[src/wbt_pkg.sv]
// Purpose: shared constants and types of the wake, bus and timer control registers
// Assumes: 7-bit register addresses, 8-bit data, 16-bit serial control frames
// Notes: cyclic periods are given in milliseconds for the timer outside this block
`default_nettype none
package wbt_pkg;
	// ****************************************
	// register addresses
	// ****************************************
	localparam logic [6:0] ADDR_EXT_WAKE = 7'h07;
	localparam logic [6:0] ADDR_WAKE_TERM = 7'h08;
	localparam logic [6:0] ADDR_PAIR_MODE = 7'h0a;
	localparam logic [6:0] ADDR_CYCLIC = 7'h0c;
	// ****************************************
	// reset values and field masks
	// ****************************************
	localparam logic [7:0] RST_ZERO = 8'h00;
	localparam logic [7:0] RST_EXT_WAKE = 8'h01;
	localparam logic [7:0] FAILSAFE_EXT_WAKE = 8'h01;
	localparam logic [7:0] EXT_WAKE_MASK = 8'h01;
	localparam logic [7:0] TERM_MASK = 8'h03;
	localparam logic [7:0] CYC_MASK = 8'h07;
	localparam int CH1_LSB = 0;
	localparam int CH2_LSB = 3;
	localparam int SWK_OFS = 2;
	localparam int FLASH1_BIT = 6;
	localparam int FLASH2_BIT = 7;
	// ****************************************
	// mode codes
	// ****************************************
	localparam logic [1:0] LOW_OFF = 2'h0;
	localparam logic [1:0] LOW_WAKE = 2'h1;
	localparam logic [1:0] LOW_RX = 2'h2;
	localparam logic [1:0] LOW_NORMAL = 2'h3;
	localparam logic [1:0] TERM_NONE = 2'h0;
	localparam logic [1:0] TERM_PULL_DOWN = 2'h1;
	localparam logic [1:0] TERM_PULL_UP = 2'h2;
	localparam logic [1:0] TERM_AUTO = 2'h3;
	localparam logic [2:0] PER_RESERVED = 3'h7;
	localparam logic [11:0] PER_MS_0 = 12'd10;
	localparam logic [11:0] PER_MS_1 = 12'd20;
	localparam logic [11:0] PER_MS_2 = 12'd50;
	localparam logic [11:0] PER_MS_3 = 12'd100;
	localparam logic [11:0] PER_MS_4 = 12'd200;
	localparam logic [11:0] PER_MS_5 = 12'd1000;
	localparam logic [11:0] PER_MS_6 = 12'd2000;
	// ****************************************
	// serial frame layout
	// ****************************************
	localparam logic [4:0] FRAME_BITS = 5'h10;
	localparam logic [4:0] HDR_BITS = 5'h08;
	localparam logic [4:0] CNT_MAX = 5'h1f;
	typedef struct packed {
		logic wr;
		logic [6:0] addr;
		logic [7:0] data;
	} wbt_frame_t;
	typedef enum logic [1:0] {XCVR_OFF, XCVR_WAKE, XCVR_RX_ONLY, XCVR_NORMAL} wbt_xcvr_mode_t;
	typedef struct packed {
		wbt_xcvr_mode_t mode;
		logic swk;
		logic flash;
	} wbt_chan_t;
	typedef struct packed {
		logic sleep;
		logic stop;
		logic failsafe;
		logic restart;
		logic soft_reset;
	} wbt_event_t;
	typedef enum logic [1:0] {TERM_SEL_NONE, TERM_SEL_DOWN, TERM_SEL_UP, TERM_SEL_AUTO} wbt_term_t;
endpackage
`default_nettype wire

[src/wbt_spi_frame.sv]
// Purpose: serial control port slave, 16-bit frames, mode 0, msb first
// Assumes: serial clock well below a tenth of ref_clk
// Notes: read byte is shifted out during the second half of the frame
`default_nettype none
module wbt_spi_frame
	import wbt_pkg::*;
(
	// clock and reset
	input wire logic ref_clk,
	input wire logic srst,
	// pins
	input wire logic sclk_pin,
	input wire logic cs_n_pin,
	input wire logic mosi_pin,
	output logic miso,
	output logic miso_oe,
	// register side
	output logic [6:0] rd_addr,
	input wire logic [7:0] rd_data,
	output wbt_frame_t frame,
	output logic frame_valid
);
	// ****************************************
	// pin synchronisers and filters
	// ****************************************
	logic [2:0] sclk_ff, cs_ff, mosi_ff;
	logic sclk_f, cs_n_f, mosi_f, sclk_q, cs_n_q;
	logic [15:0] shift_reg;
	logic [4:0] cnt_reg;
	logic [7:0] out_reg;
	logic load_reg;
	logic rise, fall, active;
	always_ff @(posedge ref_clk) begin
		sclk_ff <= {sclk_ff[1:0], sclk_pin};
		cs_ff <= {cs_ff[1:0], cs_n_pin};
		mosi_ff <= {mosi_ff[1:0], mosi_pin};
	end
	always_ff @(posedge ref_clk) begin
		if (srst) begin
			sclk_f <= 1'b0;
			cs_n_f <= 1'b1;
			mosi_f <= 1'b0;
			sclk_q <= 1'b0;
			cs_n_q <= 1'b1;
		end else begin
			if (sclk_ff[1] == sclk_ff[2]) sclk_f <= sclk_ff[2];
			if (cs_ff[1] == cs_ff[2]) cs_n_f <= cs_ff[2];
			if (mosi_ff[1] == mosi_ff[2]) mosi_f <= mosi_ff[2];
			sclk_q <= sclk_f;
			cs_n_q <= cs_n_f;
		end
	end
	assign rise = sclk_f & ~sclk_q;
	assign fall = ~sclk_f & sclk_q;
	assign active = ~cs_n_f;
	// ****************************************
	// frame shifting
	// ****************************************
	always_ff @(posedge ref_clk) begin
		if (srst || !active) begin
			cnt_reg <= 5'h00;
		end else if (rise && cnt_reg != CNT_MAX) begin
			cnt_reg <= cnt_reg + 5'h01;
		end
	end
	always_ff @(posedge ref_clk) begin
		if (srst) begin
			shift_reg <= 16'h0000;
			rd_addr <= 7'h00;
			load_reg <= 1'b0;
		end else begin
			load_reg <= 1'b0;
			if (active && rise) begin
				shift_reg <= {shift_reg[14:0], mosi_f};
				if (cnt_reg == HDR_BITS - 5'h01) begin
					rd_addr <= {shift_reg[5:0], mosi_f};
					load_reg <= 1'b1;
				end
			end
		end
	end
	always_ff @(posedge ref_clk) begin
		if (srst || !active) begin
			out_reg <= 8'h00;
			miso <= 1'b0;
		end else if (load_reg) begin
			miso <= rd_data[7];
			out_reg <= {rd_data[6:0], 1'b0};
		end else if (fall && cnt_reg > HDR_BITS) begin
			miso <= out_reg[7];
			out_reg <= {out_reg[6:0], 1'b0};
		end
	end
	always_ff @(posedge ref_clk) begin
		if (srst) begin
			miso_oe <= 1'b0;
			frame_valid <= 1'b0;
			frame <= '0;
		end else begin
			miso_oe <= active;
			frame_valid <= cs_n_f && !cs_n_q && cnt_reg == FRAME_BITS;
			frame <= shift_reg;
		end
	end
endmodule
`default_nettype wire

[src/wbt_regs.sv]
// Purpose: wake termination, transceiver pair mode, cyclic period and external wake registers
// Assumes: mode event pulses come from logic on ref_clk; srst acts as power-on reset
// Notes: hardware events take priority over a host write in the same cycle
//
// Contract
// - fail-safe entry sets external wake to pin only
// - termination field selects none, down, up, auto
// - unused upper bits read as zero
// - mode fields decode off, wake, receive, normal
// - top mode bit selects selective-wake variant
// - flash bits lift rate limit, no slew
// - hardware alters selective-wake select bit only on power-on or soft reset
// - sleep turns error-free normal into wake capable
// - receive-only: sleep to wake, stop keeps
// - wake capable or off stay unchanged
// - fail-safe rewrites bus mode to stay wakeable
// - period codes map 10ms to 2s, 111 reserved
// - power-on and soft reset clear registers but set external wake to 01
// - restart keeps termination, clears cyclic period
// - cyclic wake needs its source enable bit
`default_nettype none
module wbt_regs
	import wbt_pkg::*;
(
	// clock and reset
	input wire logic ref_clk,
	input wire logic srst,
	// serial control port pins
	input wire logic sclk_pin,
	input wire logic cs_n_pin,
	input wire logic mosi_pin,
	output logic miso,
	output logic miso_oe,
	// mode events and status
	input wire wbt_event_t evt,
	input wire logic [1:0] channel_system_error_flag,
	input wire logic cyclic_wake_source_enable,
	// controls to the analogue and timer blocks
	output wbt_term_t termination_select,
	output wbt_chan_t first_channel_mode,
	output wbt_chan_t second_channel_mode,
	output logic wake_pin_enable,
	output logic [11:0] cyclic_period_ms,
	output logic cyclic_run
);
	// ****************************************
	// helpers
	// ****************************************
	function automatic logic [1:0] lp_low(input logic [1:0] low, input logic err,
		input logic sleep);
		lp_low = low;
		if (sleep && low == LOW_NORMAL && !err) lp_low = LOW_WAKE;
		if (sleep && low == LOW_RX) lp_low = LOW_WAKE;
	endfunction
	function automatic wbt_chan_t decode(input logic [2:0] f, input logic flash);
		wbt_chan_t c;
		c.swk = f[SWK_OFS];
		c.flash = flash;
		case (f[1:0])
			LOW_OFF: c.mode = XCVR_OFF;
			LOW_WAKE: c.mode = XCVR_WAKE;
			LOW_RX: c.mode = XCVR_RX_ONLY;
			default: c.mode = XCVR_NORMAL;
		endcase
		decode = c;
	endfunction
	function automatic logic [11:0] period_ms(input logic [2:0] code);
		case (code)
			3'h0: period_ms = PER_MS_0;
			3'h1: period_ms = PER_MS_1;
			3'h2: period_ms = PER_MS_2;
			3'h3: period_ms = PER_MS_3;
			3'h4: period_ms = PER_MS_4;
			3'h5: period_ms = PER_MS_5;
			3'h6: period_ms = PER_MS_6;
			default: period_ms = 12'h000;
		endcase
	endfunction
	// ****************************************
	// serial port
	// ****************************************
	wbt_frame_t frame;
	logic frame_valid;
	logic [6:0] rd_addr;
	logic [7:0] rd_data;
	logic [7:0] ext_wake_reg, term_reg, pair_reg, cyc_reg, pair_next;
	logic clr, wr_ext, wr_term, wr_pair, wr_cyc;
	wbt_spi_frame u_spi (
		.ref_clk(ref_clk),
		.srst(srst),
		.sclk_pin(sclk_pin),
		.cs_n_pin(cs_n_pin),
		.mosi_pin(mosi_pin),
		.miso(miso),
		.miso_oe(miso_oe),
		.rd_addr(rd_addr),
		.rd_data(rd_data),
		.frame(frame),
		.frame_valid(frame_valid)
	);
	assign clr = srst | evt.soft_reset;
	assign wr_ext = frame_valid && frame.wr && frame.addr == ADDR_EXT_WAKE;
	assign wr_term = frame_valid && frame.wr && frame.addr == ADDR_WAKE_TERM;
	assign wr_pair = frame_valid && frame.wr && frame.addr == ADDR_PAIR_MODE;
	assign wr_cyc = frame_valid && frame.wr && frame.addr == ADDR_CYCLIC;
	always_comb begin
		case (rd_addr)
			ADDR_EXT_WAKE: rd_data = ext_wake_reg & EXT_WAKE_MASK;
			ADDR_WAKE_TERM: rd_data = term_reg & TERM_MASK;
			ADDR_PAIR_MODE: rd_data = pair_reg;
			ADDR_CYCLIC: rd_data = cyc_reg & CYC_MASK;
			default: rd_data = RST_ZERO;
		endcase
	end
	// ****************************************
	// registers
	// ****************************************
	always_ff @(posedge ref_clk) begin
		if (clr) begin
			ext_wake_reg <= RST_EXT_WAKE;
		end else if (evt.failsafe) begin
			ext_wake_reg <= FAILSAFE_EXT_WAKE;
		end else if (wr_ext) begin
			ext_wake_reg <= frame.data & EXT_WAKE_MASK;
		end
	end
	always_ff @(posedge ref_clk) begin
		if (clr) begin
			term_reg <= RST_ZERO;
		end else if (evt.restart) begin
			term_reg <= term_reg & TERM_MASK;
		end else if (wr_term) begin
			term_reg <= frame.data & TERM_MASK;
		end
	end
	always_comb begin
		pair_next = pair_reg;
		if (evt.failsafe) begin
			pair_next[CH1_LSB +: 2] = LOW_WAKE;
			pair_next[CH2_LSB +: 2] = LOW_WAKE;
		end else if (evt.sleep || evt.stop) begin
			pair_next[CH1_LSB +: 2] = lp_low(pair_reg[CH1_LSB +: 2],
				channel_system_error_flag[0], evt.sleep);
			pair_next[CH2_LSB +: 2] = lp_low(pair_reg[CH2_LSB +: 2],
				channel_system_error_flag[1], evt.sleep);
		end else if (wr_pair) begin
			pair_next = frame.data;
		end
	end
	always_ff @(posedge ref_clk) begin
		if (clr) begin
			pair_reg <= RST_ZERO;
		end else if (!evt.restart) begin
			pair_reg <= pair_next;
		end
	end
	always_ff @(posedge ref_clk) begin
		if (clr || evt.restart) begin
			cyc_reg <= RST_ZERO;
		end else if (wr_cyc) begin
			cyc_reg <= frame.data & CYC_MASK;
		end
	end
	// ****************************************
	// outputs
	// ****************************************
	assign termination_select = wbt_term_t'(term_reg[1:0]);
	assign first_channel_mode = decode(pair_reg[CH1_LSB +: 3], pair_reg[FLASH1_BIT]);
	assign second_channel_mode = decode(pair_reg[CH2_LSB +: 3], pair_reg[FLASH2_BIT]);
	assign wake_pin_enable = ext_wake_reg[0];
	assign cyclic_period_ms = period_ms(cyc_reg[2:0]);
	assign cyclic_run = cyclic_wake_source_enable && cyc_reg[2:0] != PER_RESERVED;
	// ****************************************
	// checks
	// ****************************************
	failsafe_wake_a: assert property (@(posedge ref_clk) disable iff (srst)
		evt.failsafe && !evt.soft_reset |=> ext_wake_reg == FAILSAFE_EXT_WAKE)
		else $error("external wake not forced on fail-safe");
	term_upper_a: assert property (@(posedge ref_clk) disable iff (srst)
		rd_addr == ADDR_WAKE_TERM |-> rd_data[7:2] == 6'h00)
		else $error("termination upper bits not zero");
	swk_hold_a: assert property (@(posedge ref_clk) disable iff (srst)
		!evt.soft_reset && !wr_pair |=> $stable(pair_reg[CH1_LSB + SWK_OFS])
		&& $stable(pair_reg[CH2_LSB + SWK_OFS]))
		else $error("selective wake bit changed by hardware");
	sleep_normal_a: assert property (@(posedge ref_clk) disable iff (srst)
		evt.sleep && !evt.failsafe && !evt.restart && !evt.soft_reset
		&& !channel_system_error_flag[0] && pair_reg[1:0] == LOW_NORMAL
		|=> pair_reg[1:0] == LOW_WAKE && first_channel_mode.mode == XCVR_WAKE)
		else $error("normal channel not set wake capable on sleep");
	stop_rx_a: assert property (@(posedge ref_clk) disable iff (srst)
		evt.stop && !evt.sleep && !evt.failsafe && !evt.soft_reset
		&& pair_reg[4:3] == LOW_RX |=> pair_reg[4:3] == LOW_RX)
		else $error("receive only lost on stop");
	lp_off_a: assert property (@(posedge ref_clk) disable iff (srst)
		(evt.sleep || evt.stop) && !evt.failsafe && pair_reg[1:0] == LOW_OFF
		|=> pair_reg[1:0] == LOW_OFF)
		else $error("off channel changed on low power entry");
	soft_clear_a: assert property (@(posedge ref_clk) disable iff (srst)
		evt.soft_reset |=> term_reg == RST_ZERO && pair_reg == RST_ZERO && cyc_reg == RST_ZERO)
		else $error("soft reset did not clear registers");
	restart_keep_a: assert property (@(posedge ref_clk) disable iff (srst)
		evt.restart && !evt.soft_reset |=> term_reg == $past(term_reg) && cyc_reg == RST_ZERO)
		else $error("restart handling wrong");
	reserved_run_a: assert property (@(posedge ref_clk) disable iff (srst)
		cyc_reg[2:0] == PER_RESERVED || !cyclic_wake_source_enable |-> !cyclic_run)
		else $error("cyclic timing started when not allowed");
	fs_pair_wake_a: assert property (@(posedge ref_clk) disable iff (srst)
		evt.failsafe && !evt.restart && !evt.soft_reset |=> pair_reg[CH1_LSB +: 2] == LOW_WAKE
		&& pair_reg[CH2_LSB +: 2] == LOW_WAKE)
		else $error("fail-safe did not make channels wake capable");
	sleep_rx_a: assert property (@(posedge ref_clk) disable iff (srst)
		evt.sleep && !evt.failsafe && !evt.restart && !evt.soft_reset
		&& pair_reg[CH2_LSB +: 2] == LOW_RX |=> pair_reg[CH2_LSB +: 2] == LOW_WAKE)
		else $error("receive only not set wake capable on sleep");
	lp_wake_a: assert property (@(posedge ref_clk) disable iff (srst)
		(evt.sleep || evt.stop) && !evt.failsafe && !evt.restart && !evt.soft_reset
		&& pair_reg[CH2_LSB +: 2] == LOW_WAKE |=> pair_reg[CH2_LSB +: 2] == LOW_WAKE)
		else $error("wake capable channel changed on low power entry");
	cyc_upper_a: assert property (@(posedge ref_clk) disable iff (srst)
		rd_addr == ADDR_CYCLIC |-> rd_data[7:3] == 5'h00)
		else $error("cyclic period upper bits not zero");
	chan_off_a: assert property (@(posedge ref_clk) disable iff (srst)
		pair_reg[CH1_LSB +: 2] == LOW_OFF |-> first_channel_mode.mode == XCVR_OFF)
		else $error("off code not decoded as off");
endmodule
`default_nettype wire

[config.mk]
export PLATFORM = sky130hd
export DESIGN_NAME = wbt_regs
export DESIGN_NICKNAME = d
export VERILOG_FILES = /design/src/wbt_pkg.sv /design/src/wbt_spi_frame.sv /design/src/wbt_regs.sv
export SDC_FILE = /design/constraint.sdc
export NUM_CORES = 1
export LEC_CHECK = 0
export ABC_AREA = 1
export BUFFER_PORTS_ARGS = -buffer_cell sky130_fd_sc_hd__buf_2
export CORE_AREA = 2 2 80 82
export CTS_CLUSTER_DIAMETER = 30
export DETAILED_ROUTE_END_ITERATION = 16
export DIE_AREA = 0 0 82 84
export PLACE_DENSITY_LB_ADDON = 0.3
export SYNTH_ARGS = -nofsm -noshare
export SYNTH_HDL_FRONTEND = slang
export SYNTH_HIERARCHICAL = 1
export SYNTH_SLANG_ARGS = --single-unit
[constraint.sdc]
create_clock -name ref_clk -period 1.6 [get_ports ref_clk]
set_input_delay 0.24 -clock ref_clk [delete_from_list [all_inputs] [get_ports ref_clk]]
set_output_delay 0.24 -clock ref_clk [all_outputs]
set_load 0.02 [all_outputs]
==> run metrics, run 1 <==
Max VDD drop=0.000579 V; worst endpoint required time=1360 ps; Min-Delay Path Class=in2reg; outcome=finished clean; synthesis-to-layout area growth=15.5%; Clock Power Share=44.0%; Final min period=1530 ps; antenna cell count=0; pre-CTS WS=119 ps; GRT Resource Usage Total=20.6%; Vias=2784; CP Data Arrival Time=1290 ps; Avg Synthesized Cell Area=7.58 µm²; routability cong.=0.862; number of I/O port buffers=36; Final Slew Violations=0; fin cells=558; Net Switching=0.832 mW; internal power=3.22 mW; Vias/cell=4.99; fin crit share=95.6%; most common library cells after synthesis=dfxtp_1, nand2_1, nor2_1; hold_sp=evt[2]; Final TNS setup=0 ps; die width=82 µm; CTS tree=done; Clock Skew=10.7 ps; Post-DP HPWL=4.62 mm; cell count after synthesis=442; 1st-pass router iterations=4; post-route antenna net violation count=0; Top Ports=39; Switching Fraction=20.5%; fmax=654 MHz; most frequent cell after synthesis=dfxtp_1; initial antenna violation count=0; Final Routed Wirelength=6.61 mm; drt wl/cell=11.8 µm; post-synth cell types=31; Seq cells post-synth=83; max_cap viols=0; R2R Path Start=u_spi/rd_addr[2]; synth top area cells=dfxtp_1, nand2_1, nor2_1; clk buf depth=2; Chip Height=84 µm; die area=6890 µm²; H-tree depth=3; Seq/Total Area, Yosys=49.6%; kind of critical path=reg2out; Skew-Pair Late Insertion Delay=350 ps; grt ovf=0; vias in the first global route=2510; area share of the largest cell type after synthesis=49.6%; layout cell share with drive strength beyond 1=17.5%; final setup fails=0; Post-synth EDFFs=0; CTS root buf=clkbuf_8; Worst Path Max Fanout=6; Num Clock Sinks=83; CP Capture Type=output pin; CP startpoint kind=flop; final setup margin=70.6 ps; Mapped Area=3350 µm²; Leak Pwr=1.64 nW; Logic pwr share=3.8%; Top FF cell, synth=dfxtp_1; Synth Warn #=6; number of DRC markers in iteration 0=121; Placed Cells incl. Taps=539; DR DRC count=0; CTS Buf Count=9; core area=6100 µm²; PwrDens=1050 nW/µm²; CTS clock-pin slew for the worst setup and hold paths=80 ps; asr flop ratio synth=0%; starting density of the core=54.9%; CP Launch Point=cyc_reg[1]; Sequential Power Share=52.1%; num rows=29; endpoints failing hold=0; first-pass GRT wire length=11.0 mm; total power draw=4.06 mW; layout net count=492; largest net degree at the start of global routing=33; top cell type by total area after synthesis=dfxtp_1
## worst max-delay path, cell delays in order, from the launching register on
cell and delay [ps]:
dfxtp_4 370, nand2_1 60, inv_1 60, nor2_2 110, inv_2 60, a21oi_4 140
buf_6 140
## routing by layer
| layer | vias up | global-route usage, % | routed length [µm] |
|---|---|---|---|
| li1 | 1457 | - | - |
| met1 | 1242 | 26.4 | 3070 |
| met2 | 73 | 33.0 | 3120 |
| met3 | 12 | 5.19 | 299 |
| met4 | 0 | 8.03 | 116 |
| met5 | - | 0 | 0 |
## cells by family after synthesis
family | synth area share, %
and+or+nand+nor | 28.2
DFF | 49.6
buffers and inverters | 10.1
AOI/OAI and AO/OA | 10.6
adders and majority gates | 1.42
other | 0.112
## final cells by class
type	instances	area, µm²
repair buffers	43	253
fillers	536	2230
clock buffers	11	141
flip-flops and latches	83	1670
multi-input cells	281	1390
inverters	58	218
clock inverters	5	100
well taps	77	96.3
## power groups by stage
stage / registers, mW / clock network (mW) / logic, mW
after floorplan: 2.16 / 0 / 0.104
after global placement: 2.17 / 0 / 0.145
after detailed placement: 2.17 / 0 / 0.148
after CTS: 2.12 / 1.82 / 0.155
after global routing: 2.12 / 1.92 / 0.178
final: 2.11 / 1.79 / 0.155
## cell usage in the layout (no fill, tap or decap), types with 5 or more instances in the layout
| cell type | instances |
|---|---|
| dfxtp_1 | 80 |
| a21oi_1 | 35 |
| clkbuf_8 | 10 |
| nor2_2 | 5 |
| nor3_1 | 6 |
| nand4_1 | 6 |
| inv_1 | 53 |
| nor2_1 | 68 |
| nand2_1 | 78 |
| nand3_1 | 25 |
| buf_2 | 34 |
| o21ai_0 | 31 |
## metrics by stage
step                      cell area (µm²)  hold WS, ps  util [%]
final                                3870          168      63.4
after global routing                 3870          170      63.4
after CTS                            3820          156      62.6
after floorplan                      3360          268         -
after detailed placement             3540          314      58.1
after global placement               3540          310      58.1
## worst paths after layout
check	end	slack, ps	cells after the start
max	cyclic_period_ms[8]	70	6
min	ext_wake_reg[0]	170	3
max reg2reg	u_spi/out_reg[3]	180	9
min reg2reg	u_spi/mosi_ff[1]	330	0
## repair_timing
item                                   CTS  global route
setup endpoints to repair                3             9
endpoints found under the hold margin    3             0
setup buffers                            0             0
resized for setup                        2            15
hold buffers                             3             0
(Power assumes the default switching activity.)
==> inputs of run 2 (changes only) <==
ABC_AREA = 0   (was 1)
==> run 2 against run 1 <==
- the flow now finishes with violations (negative setup slack)
- first-iteration DRC count is 5.0% lower
- critical path depth stayed put
- clock skew is 1.2 ps higher
- clock power hardly changed
- via count is 6.1% lower
- wire length is 3.5% higher
- hold slack worse by 6.9 ps
- final area is 0.45% higher
- non-clock buffer count is 14 higher
- critical endpoint is now u_spi/cnt_reg[3]
- largest power group unchanged
==> run metrics, run 2 <==
fmax=596 MHz; R2R Path Start=u_spi/cnt_reg[1]; Leak Pwr=1.51 nW; Skew-Pair Late Insertion Delay=350 ps; CTS tree=done; WHS Path Cells=3; most frequent cell after synthesis=dfxtp_1; failing checks=negative setup slack; Final Cell Area=3880 µm²; number of I/O port buffers=36; RSZ-0062 raised after global routing=yes; pre-CTS WS=-64.2 ps; commonest cells after routing, fill and taps aside=dfxtp_1, buf_2, nand2_1; Synth Warn #=6; Finished Core Util=63.7%; first-pass GRT wire length=10.9 mm; top cell type by total area after synthesis=dfxtp_1; M3 GR Usage=5.19%; GR Util met2=33.1%; Cell Area, Placed=3580 µm²; Hold Path End=ext_wake_reg[0]; worst endpoint required time=1890 ps; die width=82 µm; Top FF cell, synth=dfxtp_1; Avg Synthesized Cell Area=9.50 µm²; num rows=29; initial antenna violation count=0; synthesis-to-layout area growth=17.6%; Vias/cell=5.60; largest net degree at the start of global routing=26; starting density of the core=54.2%; clk buf depth=2; Post-DP HPWL=4.72 mm; GRT Resource Usage Total=20.5%; asr flop ratio synth=0%; die area=6890 µm²; CP startpoint kind=flop; Final Routed Wirelength=6.84 mm; vias in the first global route=2399; number of DRC markers in iteration 0=115; Seq/Total Area, Yosys=50.3%; H-tree depth=3; core area=6100 µm²; 1st-pass router iterations=4; Worst Path Max Fanout=2; post-synth cell types=50; grt ovf=0; post-CTS setup buffers=0; final setup margin=-77.3 ps; crit path max-delay cell type=or3b_4; CP Data Arrival Time=1970 ps; layout cell share with drive strength beyond 1=23.6%; GR peak layer=met2; cell count after synthesis=348; Mapped Area=3300 µm²; worst reg-to-reg path cell count=6; fin cells=467; CP Launch Point=u_spi/cnt_reg[1]; kind of critical path=reg2reg; DR DRC count=0; FF-to-FF End=u_spi/cnt_reg[3]; CTS Buf Count=9; Vias=2615; layout net count=401; routability cong.=0.865; Cell Chain, Critical Path=ha_4 -> and3_4 -> ha_4 -> or3b_4 -> or3_1 -> a21oi_1; Slew @ Worst Pin=552 ps; outcome=finished with violations; Relative slew margins=63.1%; synth top area cells=dfxtp_1, o22a_1, a21oi_1; CP Capture Type=flop; final setup fails=1; post-route antenna net violation count=0; fin crit share=105%; Post-synth EDFFs=0; hold slack=161 ps; Num Clock Sinks=83; CTS root buf=clkbuf_8; Final min period=1680 ps; PwrDens=1050 nW/µm²; Seq cells post-synth=83; max_cap viols=0; hold_sp=evt[2]; Reg2Reg Setup Slack=-80 ps; endpoints failing hold=0; Clock Skew=11.9 ps; leading cell type in the layout, fill and taps excluded=dfxtp_1; CP dominant cell by count=ha_4; Crit path largest cell delay=360 ps; Min-Delay Path Class=in2reg; CTS clock-pin slew for the worst setup and hold paths=90 ps; area share of the largest cell type after synthesis=50.3%; Max VDD drop=0.000686 V; antenna cell count=0; Chip Height=84 µm; M1 GR Usage=26.0%; drt wl/cell=14.6 µm; Placed Cells incl. Taps=448; most common library cells after synthesis=dfxtp_1, nand2_1, a21oi_1; Top Ports=39; Final Slew Violations=0
-- run 2: cell type report --
cell class              instances  area [µm²]
inverters                       6        22.5
well taps                      77        96.3
clock inverters                 4        97.6
flip-flops and latches         83        1670
fillers                       491        2210
multi-input cells             228        1510
repair buffers                 57         345
clock buffers                  12         145
-- run 2: report_power, final --
group          switching (mW)  total [mW]  internal [mW]
Clock                   0.710        1.79           1.08
Combinational          0.0890       0.155         0.0661
Sequential             0.0234        2.13           2.10
Total                   0.822        4.07           3.25
-- run 2: worst max path at each step --
| stage | end | slack, ps | cells past startpoint |
|---|---|---|---|
| 2_1_floorplan | u_spi/cnt_reg[3] | -70 | 6 |
| 3_3_place_gp | u_spi/cnt_reg[3] | -30 | 6 |
| 3_5_place_dp | u_spi/cnt_reg[3] | -60 | 6 |
| 4_1_cts | u_spi/cnt_reg[3] | -80 | 6 |
| 5_1_grt | u_spi/cnt_reg[3] | -120 | 6 |
| 6_report | u_spi/cnt_reg[3] | -80 | 6 |
-- run 2: through the flow --
step / TNS [ps] / total power, mW
after floorplan: -68.8 / 2.26
after global placement: -33.6 / 2.32
after detailed placement: -64.2 / 2.32
after CTS: -75.1 / 4.11
after global routing: -151 / 4.20
final: -77.3 / 4.07
-- run 2: cell families (layout without fill, tap and decap cells) --
| logic type | Yosys count | count (layout) | share of synthesized area [%] |
|---|---|---|---|
| AO/OA/AOI/OAI | 89 | 89 | 17.1 |
| other | 1 | 2 | 0.113 |
| adder cells (fa/ha/maj) | 3 | 3 | 1.14 |
| flip-flops | 83 | 83 | 50.3 |
| XOR/XNOR | 3 | 3 | 0.795 |
| multiplexers | 6 | 6 | 1.82 |
| AND/OR/NAND/NOR | 125 | 125 | 23.0 |
| buffers and inverters | 38 | 79 | 5.76 |
-- run 2: timing repair --
action,in CTS,in global routing
hold buffers,3,0
hold endpoints to repair,3,0
gates resized for setup,1,8
setup endpoints to repair,3,16
-- run 2: per-layer routing --
metal | part of all wire, % | vias to the layer above
met4 | 0.86 | 0
met2 | 49 | 54
met5 | 0 | -
met3 | 4.0 | 4
met1 | 47 | 1249
li1 | - | 1308
-- run 2: worst max-delay path: cells and delay by family, from the launching register on --
family	cells	cell delay [ps]
flip-flops	1	340
adder cells (fa/ha/maj)	2	300
AO/OA/AOI/OAI	1	130
AND/OR/NAND/NOR	3	850
==> inputs of run 3 (changes only) <==
==> constraint.sdc (replaced) <==
create_clock -name ref_clk -period 1.6 [get_ports ref_clk]
set_input_delay 0.16 -clock ref_clk [delete_from_list [all_inputs] [get_ports ref_clk]]
set_output_delay 0.16 -clock ref_clk [all_outputs]
set_load 0.02 [all_outputs]
==> run 3 against run 2 <==
- critical path depth unchanged
- critical endpoint unchanged
- via count decreased by 0.31%
- clock-buffer cell count unchanged
- fmax barely moved
- wire length shrank 1.1%
- largest cell class unchanged
- highest routed layer unchanged
- largest power group unchanged
- the flow still finishes with violations (negative setup slack)
- die area unchanged
==> run metrics, run 3 (synthesized netlist as in run 2, its figures left out) <==
outcome=finished with violations; failing checks=negative setup slack; layout cell share with drive strength beyond 1=25.7%; routability cong.=0.876; Leak Pwr=1.50 nW; DR DRC count=0; internal power=3.01 mW; CP dominant cell by count=ha_4; layout net count=400; CP Data Arrival Time=1970 ps; Final Routed Wirelength=6.77 mm; final setup margin=-76.2 ps; fin crit share=105%; RSZ-0062 raised after global routing=yes; largest net degree at the start of global routing=26; worst endpoint required time=1890 ps; first-pass GRT wire length=10.9 mm; post-route antenna net violation count=0; CTS clock-pin slew for the worst setup and hold paths=80 ps; num rows=29; Top Ports=39; Logic pwr share=3.9%; CTS root buf=clkbuf_8; Slew @ Worst Pin=781 ps; Clock Skew=10.4 ps; Post-DP HPWL=4.68 mm; crit path max-delay cell type=or3b_4; drt wl/cell=14.5 µm; Vias=2607; Final Slew Violations=0; CP startpoint kind=flop; core area=6100 µm²; pre-CTS WS=-54.7 ps; Worst path top cell family by delay=simple AND/OR/NAND/NOR gates; clk buf depth=2; Sequential Power Share=55.5%; Final min period=1680 ps; Net Switching=0.820 mW; 1st-pass router iterations=4; Filler cells=531; Num Clock Sinks=83; Cell Chain, Critical Path=ha_4 -> and3_4 -> ha_4 -> or3b_4 -> or3_4 -> a21oi_2; CTS Buf Count=9; initial antenna violation count=0; CTS tree=done; PwrDens=985 nW/µm²; Chip Height=84 µm; kind of critical path=reg2reg; max_cap viols=0; number of I/O port buffers=36; Worst Path Max Fanout=2; final setup fails=1; Max VDD drop=0.000599 V; grt ovf=0; Min-Delay Path Class=in2reg; CP Capture Type=flop; starting density of the core=54.2%; vias in the first global route=2422; Crit path largest cell delay=370 ps; commonest cells after routing, fill and taps aside=dfxtp_1, buf_2, nand2_1; die width=82 µm; fmax=597 MHz; Final TNS setup=-76.2 ps; Relative slew margins=47.7%; GRT Resource Usage Total=20.4%; leading cell type in the layout, fill and taps excluded=dfxtp_1; Skew-Pair Late Insertion Delay=350 ps; Vias/cell=5.59; Switching Fraction=21.4%; Clock Power Share=40.5%; antenna cell count=0; endpoints failing hold=0; synthesis-to-layout area growth=17.7%; H-tree depth=3; Worst Path Buf+Inv=0; die area=6890 µm²; number of DRC markers in iteration 0=88
==> run 3: cell count changes in the layout (fill, tap and decap cells not counted) <==
cell,previous run,this run
o31ai_1,6,2
o31ai_2,1,4
bufinv_16,3,1
clkbuf_1,2,0
clkbuf_8,10,12
clkinv_2,0,2
a21oi_1,24,23
a21oi_2,0,1
buf_4,18,17
o21ai_1,8,7
o21ai_2,0,1
o31ai_4,0,1
or3_1,1,0
or3_4,0,1
==> run 3: metrics by stage <==
| stage | std cells | power (mW) | util [%] | hold WS, ps | instance area, µm² |
|---|---|---|---|---|---|
| 2_1_floorplan | 349 | 2.26 | - | 188 | 3340 |
| 3_3_place_gp | 446 | 2.31 | 58.6 | 263 | 3570 |
| 3_5_place_dp | 446 | 2.32 | 58.6 | 265 | 3570 |
| 4_1_cts | 465 | 3.87 | 62.6 | 46.8 | 3810 |
| 5_1_grt | 466 | 3.96 | 63.8 | 105 | 3890 |
| 6_report | 466 | 3.83 | 63.8 | 70.7 | 3890 |
==> run 3: layer usage <==
layer | routed length, µm | share of wire, % | vias to the layer above | track usage, %
met5 | 0 | 0 | - | 0
met4 | 78 | 1.2 | 0 | 9.09
met3 | 315 | 4.7 | 8 | 4.98
met2 | 3270 | 48 | 66 | 32.7
met1 | 3100 | 46 | 1231 | 25.4
li1 | - | - | 1302 | -
==> run 3: final timing paths <==
check	start	end	slack (ps)	cells past startpoint
max	u_spi/cnt_reg[1]	u_spi/cnt_reg[3]	-80	6
min	evt[2]	ext_wake_reg[0]	70	3
max reg2reg	u_spi/cnt_reg[1]	u_spi/cnt_reg[3]	-80	6
min reg2reg	u_spi/sclk_ff[0]	u_spi/sclk_ff[1]	330	0
==> run 3: power by group through the flow <==
| stage | registers [mW] | logic, mW | clock network (mW) |
|---|---|---|---|
| after floorplan | 2.17 | 0.0927 | 0 |
| after global placement | 2.18 | 0.138 | 0 |
| after detailed placement | 2.18 | 0.141 | 0 |
| after CTS | 2.13 | 0.148 | 1.59 |
| after global routing | 2.13 | 0.166 | 1.66 |
| final | 2.13 | 0.151 | 1.55 |
==> run 3: repair_timing <==
item | CTS | global route
endpoints found under the hold margin | 3 | 0
pin swaps | 0 | 1
gates resized for setup | 1 | 16
hold buffers | 3 | 0
endpoints found under the setup margin | 2 | 12
buffers inserted | 0 | 1
==> run 3: final cells by class <==
cell class	count	area [µm²]	area share (%)
Sequential cell	83	1670	43.0
Tap cell	77	96.3	2.48
Clock inverter	4	47.5	1.22
Inverter	6	22.5	0.579
Timing Repair Buffer	56	338	8.69
Multi-Input combinational cell	228	1550	39.8
Clock buffer	12	165	4.25
==> run 3: worst reg2reg max path, delay by kind of cell (launching register included) <==
kind                     cells  cell delay, ps
AO/OA/AOI/OAI                1             110
flip-flops                   1             340
adder cells (fa/ha/maj)      2             310
AND/OR/NAND/NOR              3             880
